[src/core_timing_pkg.sv]
// Constants and types shared by the execution sequencer and its breakpoint comparators.
// Assumes a single system clock; no software-visible registers.
package core_timing_pkg;
  localparam int unsigned PC_W = 16;
  localparam int unsigned CNT_W = 4;
  localparam int unsigned RAM_DEPTH = 256;
  localparam int unsigned RAM_AW = 8;
  localparam int unsigned NUM_BP = 4;
  // Instruction mix of the set, kept for reference only; no file uses it. see RQ6
  localparam int unsigned NUM_INSTR = 109;
  localparam int unsigned NUM_ONE_CLK = 26;
  localparam int unsigned NUM_TWO_CLK = 50;
  localparam logic [CNT_W-1:0] MAX_CYCLES = 4'h8;
  localparam logic [CNT_W-1:0] BRANCH_NOT_TAKEN_SAVING = 4'h2;
  localparam logic [CNT_W-1:0] CODE_READ_MIN_CYCLES = 4'h4;
  localparam logic [CNT_W-1:0] CODE_READ_MAX_CYCLES = 4'h7;
  localparam logic [CNT_W-1:0] PREFETCH_OFF_PENALTY = 4'h1;
  localparam logic [CNT_W-1:0] CNT_MAX = 4'hf;
  localparam logic [CNT_W-1:0] CNT_ONE = 4'h1;
  localparam logic [CNT_W-1:0] CNT_ZERO = 4'h0;
  localparam logic [7:0] RAM_RESET_DATA = 8'h00;
  localparam logic [PC_W-1:0] ADDR_RESET = 16'h0000;

  typedef enum logic [2:0] {
    CLS_LEN = 3'b000,
    CLS_FIXED = 3'b001,
    CLS_BRANCH = 3'b010,
    CLS_CODE_READ = 3'b011,
    CLS_FLASH_WR = 3'b100,
    CLS_FLASH_ER = 3'b101
  } instr_class_t;

  typedef enum logic [1:0] {
    ST_RUN = 2'b00,
    ST_HALTED = 2'b01,
    ST_STEP = 2'b10
  } run_state_t;
endpackage : core_timing_pkg

[src/bp_bus.sv]
// Carrier between the sequencer and its breakpoint comparators.
// Assumes one comparator per hit bit, each driving only its own bit.
`timescale 1ns/1ps
interface bp_bus #(parameter int unsigned N = 4);
  import core_timing_pkg::*;
  logic [PC_W-1:0] pc;
  wire [N-1:0] hit;
  modport core (output pc, input hit);
  modport unit (input pc, output hit);
endinterface : bp_bus

[src/bp_compare.sv]
// One hardware breakpoint comparator.
// Assumes the address and enable are held stable by the debug logic.
`timescale 1ns/1ps
module bp_compare #(
  parameter int unsigned IDX = 0
) (
  input wire logic [core_timing_pkg::PC_W-1:0] match_addr,
  input wire logic match_en,
  bp_bus.unit bus
);
  import core_timing_pkg::*;
  assign bus.hit[IDX] = match_en && (bus.pc == match_addr); // see RQ9
endmodule : bp_compare

[src/exec_sequencer.sv]
// Instruction timing sequencer, debug run control and internal data RAM of the core.
// Assumes decode supplies class, length and table cycles; debug requests come
// from the two-wire debug interface logic on the same clock.
//
// Summary of operation
// RQ1: Decoded behaviour equals the standard instruction set.
// RQ2: All durations counted in system clocks only.
// RQ3: Most instructions take cycles equal to bytes.
// RQ4: Untaken conditional branch finishes two cycles sooner.
// RQ5: No instruction exceeds eight cycles; an untaken branch is not capped (up to 13) and prefetch off adds PF_PENALTY.
// RQ6: 109 instructions; 26 one-clock, 50 two-clock.
// RQ7: Peak one instruction per clock.
// RQ8: Software reads and writes flash bytewise.
// RQ9: Breakpoints, start, stop, single step supported.
// RQ10: Debug uses no user resources, runs nonintrusively.
// RQ11: Programming and debug use two-wire interface.
// RQ12: 256 bytes of internal data RAM.
// RQ13: Cycle counts hold with prefetch enabled.
// RQ14: Code-memory reads take four to seven cycles.
// RQ15: External-data move can write or erase flash.
// RQ16: Halt finishes current instruction, then reports halted.
`timescale 1ns/1ps
module exec_sequencer #(
  parameter logic [3:0] PF_PENALTY = core_timing_pkg::PREFETCH_OFF_PENALTY
) (
  input wire logic clk_sys,
  input wire logic nrst,
  input wire logic issue_valid,
  output logic issue_ready,
  input wire logic [core_timing_pkg::PC_W-1:0] issue_pc,
  input wire core_timing_pkg::instr_class_t issue_class,
  input wire logic [1:0] issue_len,
  input wire logic [core_timing_pkg::CNT_W-1:0] issue_table_cycles,
  input wire logic branch_taken,
  input wire logic code_read_misaligned,
  input wire logic [core_timing_pkg::PC_W-1:0] xdata_addr,
  input wire logic [7:0] xdata_wdata,
  input wire logic prefetch_enable,
  input wire logic [1:0] flash_read_timing,
  output logic retire,
  output logic busy,
  output logic flash_write_stb,
  output logic flash_erase_stb,
  output logic [core_timing_pkg::PC_W-1:0] flash_addr,
  output logic [7:0] flash_wdata,
  input wire logic dbg_halt_req,
  input wire logic dbg_step_req,
  input wire logic dbg_resume_req,
  input wire logic [core_timing_pkg::NUM_BP*core_timing_pkg::PC_W-1:0] bp_addr,
  input wire logic [core_timing_pkg::NUM_BP-1:0] bp_en,
  output logic halted,
  output logic halt_by_bp,
  input wire logic ram_en,
  input wire logic ram_we,
  input wire logic [core_timing_pkg::RAM_AW-1:0] ram_addr,
  input wire logic [7:0] ram_wdata,
  output logic [7:0] ram_rdata,
  input wire logic dbg_ram_en,
  input wire logic dbg_ram_we,
  input wire logic [core_timing_pkg::RAM_AW-1:0] dbg_ram_addr,
  input wire logic [7:0] dbg_ram_wdata,
  output logic [7:0] dbg_ram_rdata
);
  import core_timing_pkg::*;

  run_state_t state_reg;
  logic [CNT_W-1:0] cnt_reg;
  logic [CNT_W-1:0] cnt_next;
  logic [CNT_W-1:0] cycles;
  logic halt_pend_reg;
  logic bp_skip_reg;
  logic halt_by_bp_reg;
  logic accept;
  logic bp_stop;
  logic near_done;
  logic halt_now;
  logic [7:0] mem [RAM_DEPTH];
  logic [7:0] ram_rdata_reg;
  logic [7:0] dbg_ram_rdata_reg;
  logic flash_write_stb_reg;
  logic flash_erase_stb_reg;
  logic [PC_W-1:0] flash_addr_reg;
  logic [7:0] flash_wdata_reg;

  bp_bus #(.N(NUM_BP)) bpb ();

  assign bpb.pc = issue_pc;

  for (genvar i = 0; i < NUM_BP; i++) begin : g_bp
    bp_compare #(.IDX(i)) u_bp (
      .match_addr(bp_addr[i*PC_W +: PC_W]),
      .match_en(bp_en[i]),
      .bus(bpb.unit)
    );
  end

  // Cycle cost per class; decode has already matched opcode semantics. see RQ1
  function automatic logic [CNT_W-1:0] cycles_of(
    input instr_class_t cls,
    input logic [1:0] len,
    input logic [CNT_W-1:0] tbl,
    input logic taken,
    input logic misal,
    input logic [1:0] rd_wait,
    input logic pf_on
  );
    logic [CNT_W-1:0] c;
    c = CNT_ONE;
    unique case (cls)
      CLS_LEN, CLS_FLASH_WR, CLS_FLASH_ER: c = {2'b00, len}; // see RQ3
      CLS_FIXED: c = (tbl > MAX_CYCLES) ? MAX_CYCLES : tbl; // see RQ5 see RQ6
      CLS_BRANCH: begin
        // Not-taken path skips the target fetch. see RQ4
        if (taken || tbl <= BRANCH_NOT_TAKEN_SAVING) begin
          c = (tbl > MAX_CYCLES) ? MAX_CYCLES : tbl; // see RQ5
        end else begin
          c = tbl - BRANCH_NOT_TAKEN_SAVING;
        end
      end
      CLS_CODE_READ: begin
        c = CODE_READ_MIN_CYCLES + {3'b000, misal} + {2'b00, rd_wait}; // see RQ14
        if (c > CODE_READ_MAX_CYCLES) begin
          c = CODE_READ_MAX_CYCLES;
        end
      end
      default: c = {2'b00, len};
    endcase
    if (c == CNT_ZERO) begin
      c = CNT_ONE;
    end
    // Table figures assume prefetch on; without it each fetch stalls. see RQ13
    if (!pf_on) begin
      c = (c > CNT_MAX - PF_PENALTY) ? CNT_MAX : c + PF_PENALTY;
    end
    return c;
  endfunction : cycles_of

  assign cycles = cycles_of(issue_class, issue_len, issue_table_cycles, branch_taken,
                            code_read_misaligned, flash_read_timing, prefetch_enable);

  // Plain countdown of clocks, no machine cycles. see RQ2
  assign near_done = (cnt_reg <= CNT_ONE);
  assign bp_stop = issue_valid && (|bpb.hit) && !bp_skip_reg && state_reg == ST_RUN; // see RQ9
  assign halt_now = state_reg == ST_RUN && near_done && (halt_pend_reg || bp_stop); // see RQ16

  // Next issue overlaps the last cycle of the current one. see RQ7
  always_comb begin
    issue_ready = 1'b0;
    unique case (state_reg)
      ST_RUN: issue_ready = near_done && !halt_pend_reg && !bp_stop;
      ST_STEP: issue_ready = (cnt_reg == CNT_ZERO);
      ST_HALTED: issue_ready = 1'b0;
      default: issue_ready = 1'b0;
    endcase
  end

  assign accept = issue_valid && issue_ready;

  always_comb begin
    if (accept) begin
      cnt_next = cycles;
    end else if (cnt_reg != CNT_ZERO) begin
      cnt_next = cnt_reg - CNT_ONE;
    end else begin
      cnt_next = CNT_ZERO;
    end
  end

  always_ff @(posedge clk_sys or negedge nrst) begin
    if (!nrst) begin
      cnt_reg <= CNT_ZERO;
    end else begin
      cnt_reg <= cnt_next;
    end
  end

  // Run control driven by two-wire debug requests and breakpoint hits. see RQ11
  always_ff @(posedge clk_sys or negedge nrst) begin
    if (!nrst) begin
      state_reg <= ST_RUN;
    end else begin
      unique case (state_reg)
        ST_RUN: if (halt_now) state_reg <= ST_HALTED; // see RQ16
        ST_HALTED: begin
          if (dbg_step_req) begin
            state_reg <= ST_STEP; // see RQ9
          end else if (dbg_resume_req) begin
            state_reg <= ST_RUN;
          end
        end
        // Stepped instruction may be an interrupt vector entry; same path.
        ST_STEP: if (accept) state_reg <= ST_RUN;
        default: state_reg <= ST_HALTED;
      endcase
    end
  end

  // Request set wins over the clear taken on entry to halt.
  always_ff @(posedge clk_sys or negedge nrst) begin
    if (!nrst) begin
      halt_pend_reg <= 1'b0;
    end else if ((dbg_halt_req && state_reg != ST_HALTED) || (state_reg == ST_STEP && accept)) begin
      halt_pend_reg <= 1'b1;
    end else if (halt_now) begin
      halt_pend_reg <= 1'b0;
    end
  end

  // Let the instruction sitting on a breakpoint run once after resume or step.
  always_ff @(posedge clk_sys or negedge nrst) begin
    if (!nrst) begin
      bp_skip_reg <= 1'b0;
    end else if (state_reg == ST_HALTED && (dbg_step_req || dbg_resume_req)) begin
      bp_skip_reg <= 1'b1;
    end else if (accept) begin
      bp_skip_reg <= 1'b0;
    end
  end

  always_ff @(posedge clk_sys or negedge nrst) begin
    if (!nrst) begin
      halt_by_bp_reg <= 1'b0;
    end else if (halt_now) begin
      halt_by_bp_reg <= bp_stop && !halt_pend_reg;
    end
  end

  // Flash byte write or erase through the external-data move. see RQ8
  always_ff @(posedge clk_sys or negedge nrst) begin
    if (!nrst) begin
      flash_write_stb_reg <= 1'b0;
      flash_erase_stb_reg <= 1'b0;
      flash_addr_reg <= ADDR_RESET;
      flash_wdata_reg <= RAM_RESET_DATA;
    end else begin
      flash_write_stb_reg <= accept && issue_class == CLS_FLASH_WR; // see RQ15
      flash_erase_stb_reg <= accept && issue_class == CLS_FLASH_ER; // see RQ15
      if (accept && (issue_class == CLS_FLASH_WR || issue_class == CLS_FLASH_ER)) begin
        flash_addr_reg <= xdata_addr;
        flash_wdata_reg <= xdata_wdata;
      end
    end
  end

  // Debug port owns the RAM only while halted, so it never steals user cycles.
  always_ff @(posedge clk_sys) begin
    if (state_reg == ST_HALTED) begin
      if (dbg_ram_en && dbg_ram_we) begin
        mem[dbg_ram_addr] <= dbg_ram_wdata; // see RQ10
      end
    end else if (ram_en && ram_we) begin
      mem[ram_addr] <= ram_wdata; // see RQ12
    end
  end

  always_ff @(posedge clk_sys or negedge nrst) begin
    if (!nrst) begin
      ram_rdata_reg <= RAM_RESET_DATA;
      dbg_ram_rdata_reg <= RAM_RESET_DATA;
    end else begin
      if (ram_en && !ram_we && state_reg != ST_HALTED) begin
        ram_rdata_reg <= mem[ram_addr];
      end
      if (dbg_ram_en && !dbg_ram_we && state_reg == ST_HALTED) begin
        dbg_ram_rdata_reg <= mem[dbg_ram_addr]; // see RQ10
      end
    end
  end

  assign retire = (cnt_reg == CNT_ONE);
  assign busy = (cnt_reg != CNT_ZERO);
  assign halted = (state_reg == ST_HALTED);
  assign halt_by_bp = halt_by_bp_reg;
  assign flash_write_stb = flash_write_stb_reg;
  assign flash_erase_stb = flash_erase_stb_reg;
  assign flash_addr = flash_addr_reg;
  assign flash_wdata = flash_wdata_reg;
  assign ram_rdata = ram_rdata_reg;
  assign dbg_ram_rdata = dbg_ram_rdata_reg;
endmodule : exec_sequencer

[config.mk]
export PLATFORM = sky130hd
export DESIGN_NAME = exec_sequencer
export DESIGN_NICKNAME = d
export VERILOG_FILES = /design/src/core_timing_pkg.sv /design/src/bp_bus.sv /design/src/bp_compare.sv /design/src/exec_sequencer.sv
export SDC_FILE = /design/constraint.sdc
export NUM_CORES = 2
export LEC_CHECK = 0
export BUFFER_PORTS_ARGS = -buffer_cell sky130_fd_sc_hd__buf_2
export CORE_MARGIN = 4
export CORE_UTILIZATION = 59
export CTS_CLUSTER_DIAMETER = 150
export DETAILED_ROUTE_END_ITERATION = 10
export GPL_ROUTABILITY_DRIVEN = 1
export PLACE_DENSITY = 0.76
export SLEW_MARGIN = 40
export SYNTH_ARGS = -nofsm -noshare
export SYNTH_HDL_FRONTEND = slang
export SYNTH_SLANG_ARGS = --single-unit
[constraint.sdc]
create_clock -name clk_sys -period 12.94 [get_ports clk_sys]
set_input_delay 2.588 -clock clk_sys [delete_from_list [all_inputs] [get_ports clk_sys]]
set_output_delay 2.588 -clock clk_sys [all_outputs]
set_load 0.05 [all_outputs]
**Yosys cells after proc, flatten, opt, wreduce, memory -nomap -nowiden**

Memories as Yosys holds them, arrays and structs flattened. A register that Yosys moved wholly into a read port is not among the register bits.
Cells that the tools add are included.

- Muxes and demuxes: 28
- Multiply operators: 0
- Equality and inequality tests: 16
- Divide/modulo/power cells: 0
- Shifts and indexed selects: 0
- $add $sub $neg: 5
- Order comparisons: 5
- Bitwise operators: 0
- Reductions and logical operators: 46

Operator list:

| kind | count |
|---|---|
| equality test 16 bit | 4 |
| two-way mux 4 bit | 8 |
| logical AND 1 bit | 25 |
| two-way mux 8 bit | 2 |
| case mux 4 bit (3 select lines) | 1 |
| two-way mux 1 bit | 11 |
| greater-than comparator 4 bit (second input constant) | 2 |
| logical NOT 4 bit | 2 |
| two-way mux 2 bit | 4 |
| OR reduction 8 bit | 1 |
| logical NOT 1 bit | 7 |
| equality test 3 x 2 -> 1 bit (second input constant) | 2 |
| equality test 3 bit (second input constant) | 2 |
| case mux 2 bit (3 select lines) | 1 |
| logical OR 1 bit | 5 |
| adder 3 x 1 -> 4 bit (first input constant) | 1 |
| adder 4 x 1 -> 4 bit (second input constant) | 1 |
| adder 4 x 2 -> 4 bit | 1 |
| equality test 4 x 1 -> 1 bit (second input constant) | 1 |
| greater-than comparator 4 x 3 -> 1 bit (second input constant) | 1 |
| <= comparator 4 x 1 -> 1 bit (second input constant) | 1 |
| <= comparator 4 x 2 -> 1 bit (second input constant) | 1 |
| inequality test 2 bit (second input constant) | 2 |
| nonzero test 2 bit | 2 |
| other kinds (12) | 12 |

- Bits in read-only memories: 0
- Register bits: 35
- RAM bits: 2048
- Bits of input ports: 164
- Latch bits: 0
- Memories: 1
- Output and inout bits: 47

Memories:

| name | depth | bits a word | read ports | clocked after Yosys merged registers in | wr ports | RTL line | source |
|---|---|---|---|---|---|---|---|
| mem | 256 | 8 | 2 | 2 | 1 | exec_sequencer.sv:77 | `logic [7:0] mem [RAM_DEPTH];` |

**Longest topological paths before layout**

- Word-level depth: 13
- Depth in mapped cells: 13
- Mapped depth without buffers: 10

**Worst setup path after synthesis**

Ideal clock, no wire load.

- Path type: input to register
- Start: in ram_en
- End: mem mem[0][0], data pin
- Cell stages on the path: 6
- Slack: 5.604 ns
- Path buffers: 3
- Arrival time: 6.513 ns
- Required time: 12.117 ns
- Path through: and3b_1 > clkbuf_1 > buf_2 > buf_1 > nand2_1 > nand2_1

- Longest elaborated chain between the ends: 6

RTL lines:

| what | RTL line | source |
|---|---|---|
| start, declared | exec_sequencer.sv:53 | `input wire logic ram_en,` |
| logical AND 1 bit | exec_sequencer.sv:251 | `end else if (ram_en && ram_we) begin` |
| two-way mux 1 bit | exec_sequencer.sv:251 |  |
| two-way mux 1 bit | exec_sequencer.sv:247 | `if (state_reg == ST_HALTED) begin` |
| two-way mux 1 bit (implied by the code) | exec_sequencer.sv:252 | `mem[ram_addr] <= ram_wdata;` |
| OR reduction 8 bit (no line) | -- |  |
| two-way mux 8 bit (no line) | -- |  |
| end, declared | exec_sequencer.sv:77 |  |

Every way passes these cells.

**Worst setup path after layout**

- Start: in issue_pc[0] (netlist bit)
- End: out issue_ready

- Longest elaborated chain between the ends: 9

RTL lines:

| what | RTL line | source |
|---|---|---|
| start, declared | exec_sequencer.sv:30 | `input wire logic [core_timing_pkg::PC_W-1:0] issue_pc,` |
| equality test 16 bit | bp_compare.sv:12 | `assign bus.hit[IDX] = match_en && (bus.pc == match_addr);` |
| logical AND 1 bit | bp_compare.sv:12 |  |
| OR reduction 4 bit (*) | exec_sequencer.sv:143 | `assign bp_stop = issue_valid && (\|bpb.hit) && !bp_skip_reg && state_reg == ST_RUN;` |
| logical AND 1 bit (*) (3 in a row) | exec_sequencer.sv:143 |  |
| logical NOT 1 bit (*) | exec_sequencer.sv:150 | `ST_RUN: issue_ready = near_done && !halt_pend_reg && !bp_stop;` |
| logical AND 1 bit (*) | exec_sequencer.sv:150 |  |
| case mux 1 bit (2 select lines) (*) | exec_sequencer.sv:149 | `unique case (state_reg)` |
| end, declared | exec_sequencer.sv:29 | `output logic issue_ready,` |

Every way passes the cells marked *; elsewhere a longest branch is shown, timed or not.

==> impl_metrics.ini <==
[finish]
final_net_count = 5704
num-fill-cells = 10634
mostFrequentLayoutCells = edfxtp_1, mux4_2, mux2i_1
drive_above_1_share = 0.335
multiInputGateArea_um2 = 34500
final_common_cell = edfxtp_1
seq_area_um2 = 62800
largest_reg_flops = 2048
area_delta_synth_final_pct = 11.0

[setup_path]
path_common_cell = buf_2
cp-end-kind = output pin
critPathArrivalTime_ps = 4360
r2r_cells = 8
max_stage_delay_ps = 310
crit_slowest_cell = nor4_1
reg2reg_to = mem[105][4]$_DFFE_PP_
crit_chain = buf_2, xnor2_1, nand4_1, nor4_1, nand3_1, and4_4, nor2_1, nand2_1, a21o_1, buf_2
crit_start = issue_pc[0]
startpoint_type = primary input
cp_max_fo = 4
r2r_setup_slack_ps = 8470
critPathCapture = issue_ready
regToRegStartpoint = state_reg[1]$_DFFE_PN0P_
crit_required_ps = 10350
critPathKind = in2out

[sta]
rsz0062_at_grt = false
setup-tns-final_ps = 0
hold_ws_ps = 488
fin_skew_ps = 49.0
period_needed_ps = 6940
fin_crit_sh = 0.537
fmax_ghz = 0.144
worstMarginPinSlew_ps = 1120
hold_viol = 0
finalSetupViolCount = 0
maxSlewViolCount = 0
slew_headroom = 0.246

[worst_hold_path]
whs_path_depth = 1
hold_path.class = reg2reg

[pwr]
p_sw_mw = 4.28
leakagePower_nw = 34.7
comb_power_share = 0.132
peakVddDrop_mv = 0.152
p_int_mw = 11.9
p_per_area_nw_per_um2 = 148
sw_frac_of_total = 0.264
p_seq_frac = 0.487
clock_power_share = 0.381

[global_route]
grt_pass1_wl_um = 446000
grt_max_degree = 125
overflow = 0
antenna_found_initial = 18
grtUsageTotal = 0.364
grt_pass1_vias = 59807

[synthesis]
async_reset_ff_frac = 0.0243
seq_area_frac_synth = 0.635
synth_seq_cells = 2099
synthCells = 5400
yosys.cell_types.count = 70
syn_avg_cell_area_um2 = 18.3
synth-edff-count = 2048
synth_top_area_share = 0.622
synth_flop_cell = edfxtp_1
yosysTopAreaCell = edfxtp_1
synth.top_cells.by_area = edfxtp_1, mux4_2, mux2i_1
netlist_area_um2 = 98800
synth_warnings = 0
syn-num-nets = 5570

[routing]
drt_wl_total_um = 317000
drtIter0Drc = 11107
drc = 24
wl_per_cell_um = 40.1
dr.pass1.iters = 11
vias_per_cell = 7.76
vias = 61377
antenna_left = 0

[cts]
post-cts-setup-buffers = 0
clk_pin_slew_worst_paths_ps = 60
cts_sinks = 2099
cts_tree = yes
cts-buffers-inserted = 204
cts_root_buf = clkbuf_16
clk_latency_ps = 890
cts_max_level = 4
cts_resized = 0
clock_path_buffers = 3
holdBufCountCts = 0

[placement]
place.gp.congestion = 1.01
port_buffers = 210
place_hpwl_um = 205000

[status]
violations = design-rule violations
outcome = finished, violations left

[floorplanning]
dieArea_um2 = 174000
die_w_um = 417
die_h_um = 417
rows = 149
core_area_um2 = 166000
start_util = 0.596
ios = 211

[flow_run]
maxCapViolations = 0
[worst min path at each step]
stage	from	to	slack (ps)
final	flash_addr[12]$_DFFE_PN0P_	flash_addr[12]$_DFFE_PN0P_	490
after floorplan	halt_pend_reg$_DFFE_PN0P_	halt_by_bp$_DFFE_PN0P_	470
after global routing	flash_addr[0]$_DFFE_PN0P_	flash_addr[0]$_DFFE_PN0P_	520
after CTS	flash_addr[12]$_DFFE_PN0P_	flash_addr[12]$_DFFE_PN0P_	500
after detailed placement	flash_addr[12]$_DFFE_PN0P_	flash_addr[12]$_DFFE_PN0P_	480
after global placement	flash_addr[5]$_DFFE_PN0P_	flash_addr[5]$_DFFE_PN0P_	470
[logic make-up after synthesis]
family	count (synthesis)	synth area share
AND/OR/NAND/NOR	764	0.0335
multiplexers	1280	0.248
adder cells (fa/ha/maj)	6	0.000760
AO/OA/AOI/OAI	727	0.0516
XOR/XNOR	64	0.00567
buffers and inverters	460	0.0247
flip-flops	2099	0.635
[power by group through the flow]
stage / Sequential (mW) / Combinational (mW) / Clock (mW)
finish: 7.90 / 2.14 / 6.16
global route: 7.89 / 2.19 / 6.47
CTS: 7.89 / 2.06 / 6.16
detailed placement: 8.04 / 2.05 / 0
global placement: 8.04 / 1.98 / 0
floorplan: 8.30 / 1.07 / 0
[final cells by class]
type,instances,area share
inverters,20,0.000719
clock inverters,121,0.0137
multi-input cells,2841,0.314
clock buffers,259,0.0492
flip-flops and latches,2099,0.573
diodes,10,0.000228
well taps,2189,0.0250
repair buffers,368,0.0241
[layer usage]
layer / global-route usage / routed length [µm] / vias to the layer above
met2: 0.536 / 142000 / 5491
met1: 0.470 / 103000 / 31359
met5: 0.00778 / 254 / -
li1: - / - / 23284
met4: 0.203 / 22900 / 20
met3: 0.138 / 48400 / 1223
[through the flow]
step / instances / utilization / total power, mW / setup WS (ps) / instance area [µm²]
2_1_floorplan: 5400 / - / 9.37 / 5600 / 98800
3_3_place_gp: 7502 / 0.613 / 10.0 / 5540 / 102000
3_5_place_dp: 7509 / 0.617 / 10.1 / 5540 / 102000
4_1_cts: 7889 / 0.659 / 16.1 / 6040 / 109000
5_1_grt: 7900 / 0.661 / 16.6 / 5850 / 110000
6_report: 7907 / 0.661 / 16.2 / 6000 / 110000
[Yosys cell counts, drive strengths merged, types with 26 or more instances]
cell    instances
mux2i         312
nor2          323
clkbuf        181
a211oi         50
mux4          929
xnor2          64
nor3           29
a21oi          97
mux2           39
nand2         239
nor4           47
o22ai         220
dfrtp          51
a22oi          26
o21ai          58
o221ai        132
nand3          53
a221oi         33
buf           259
edfxtp       2048
[critical path, delay by kind of cell]
family	cells	cell delay (ps)
compound gates	1	170
xor+xnor	1	200
buf+inv	2	360
simple gates	6	1040
Power figures use the tool's default switching activity.
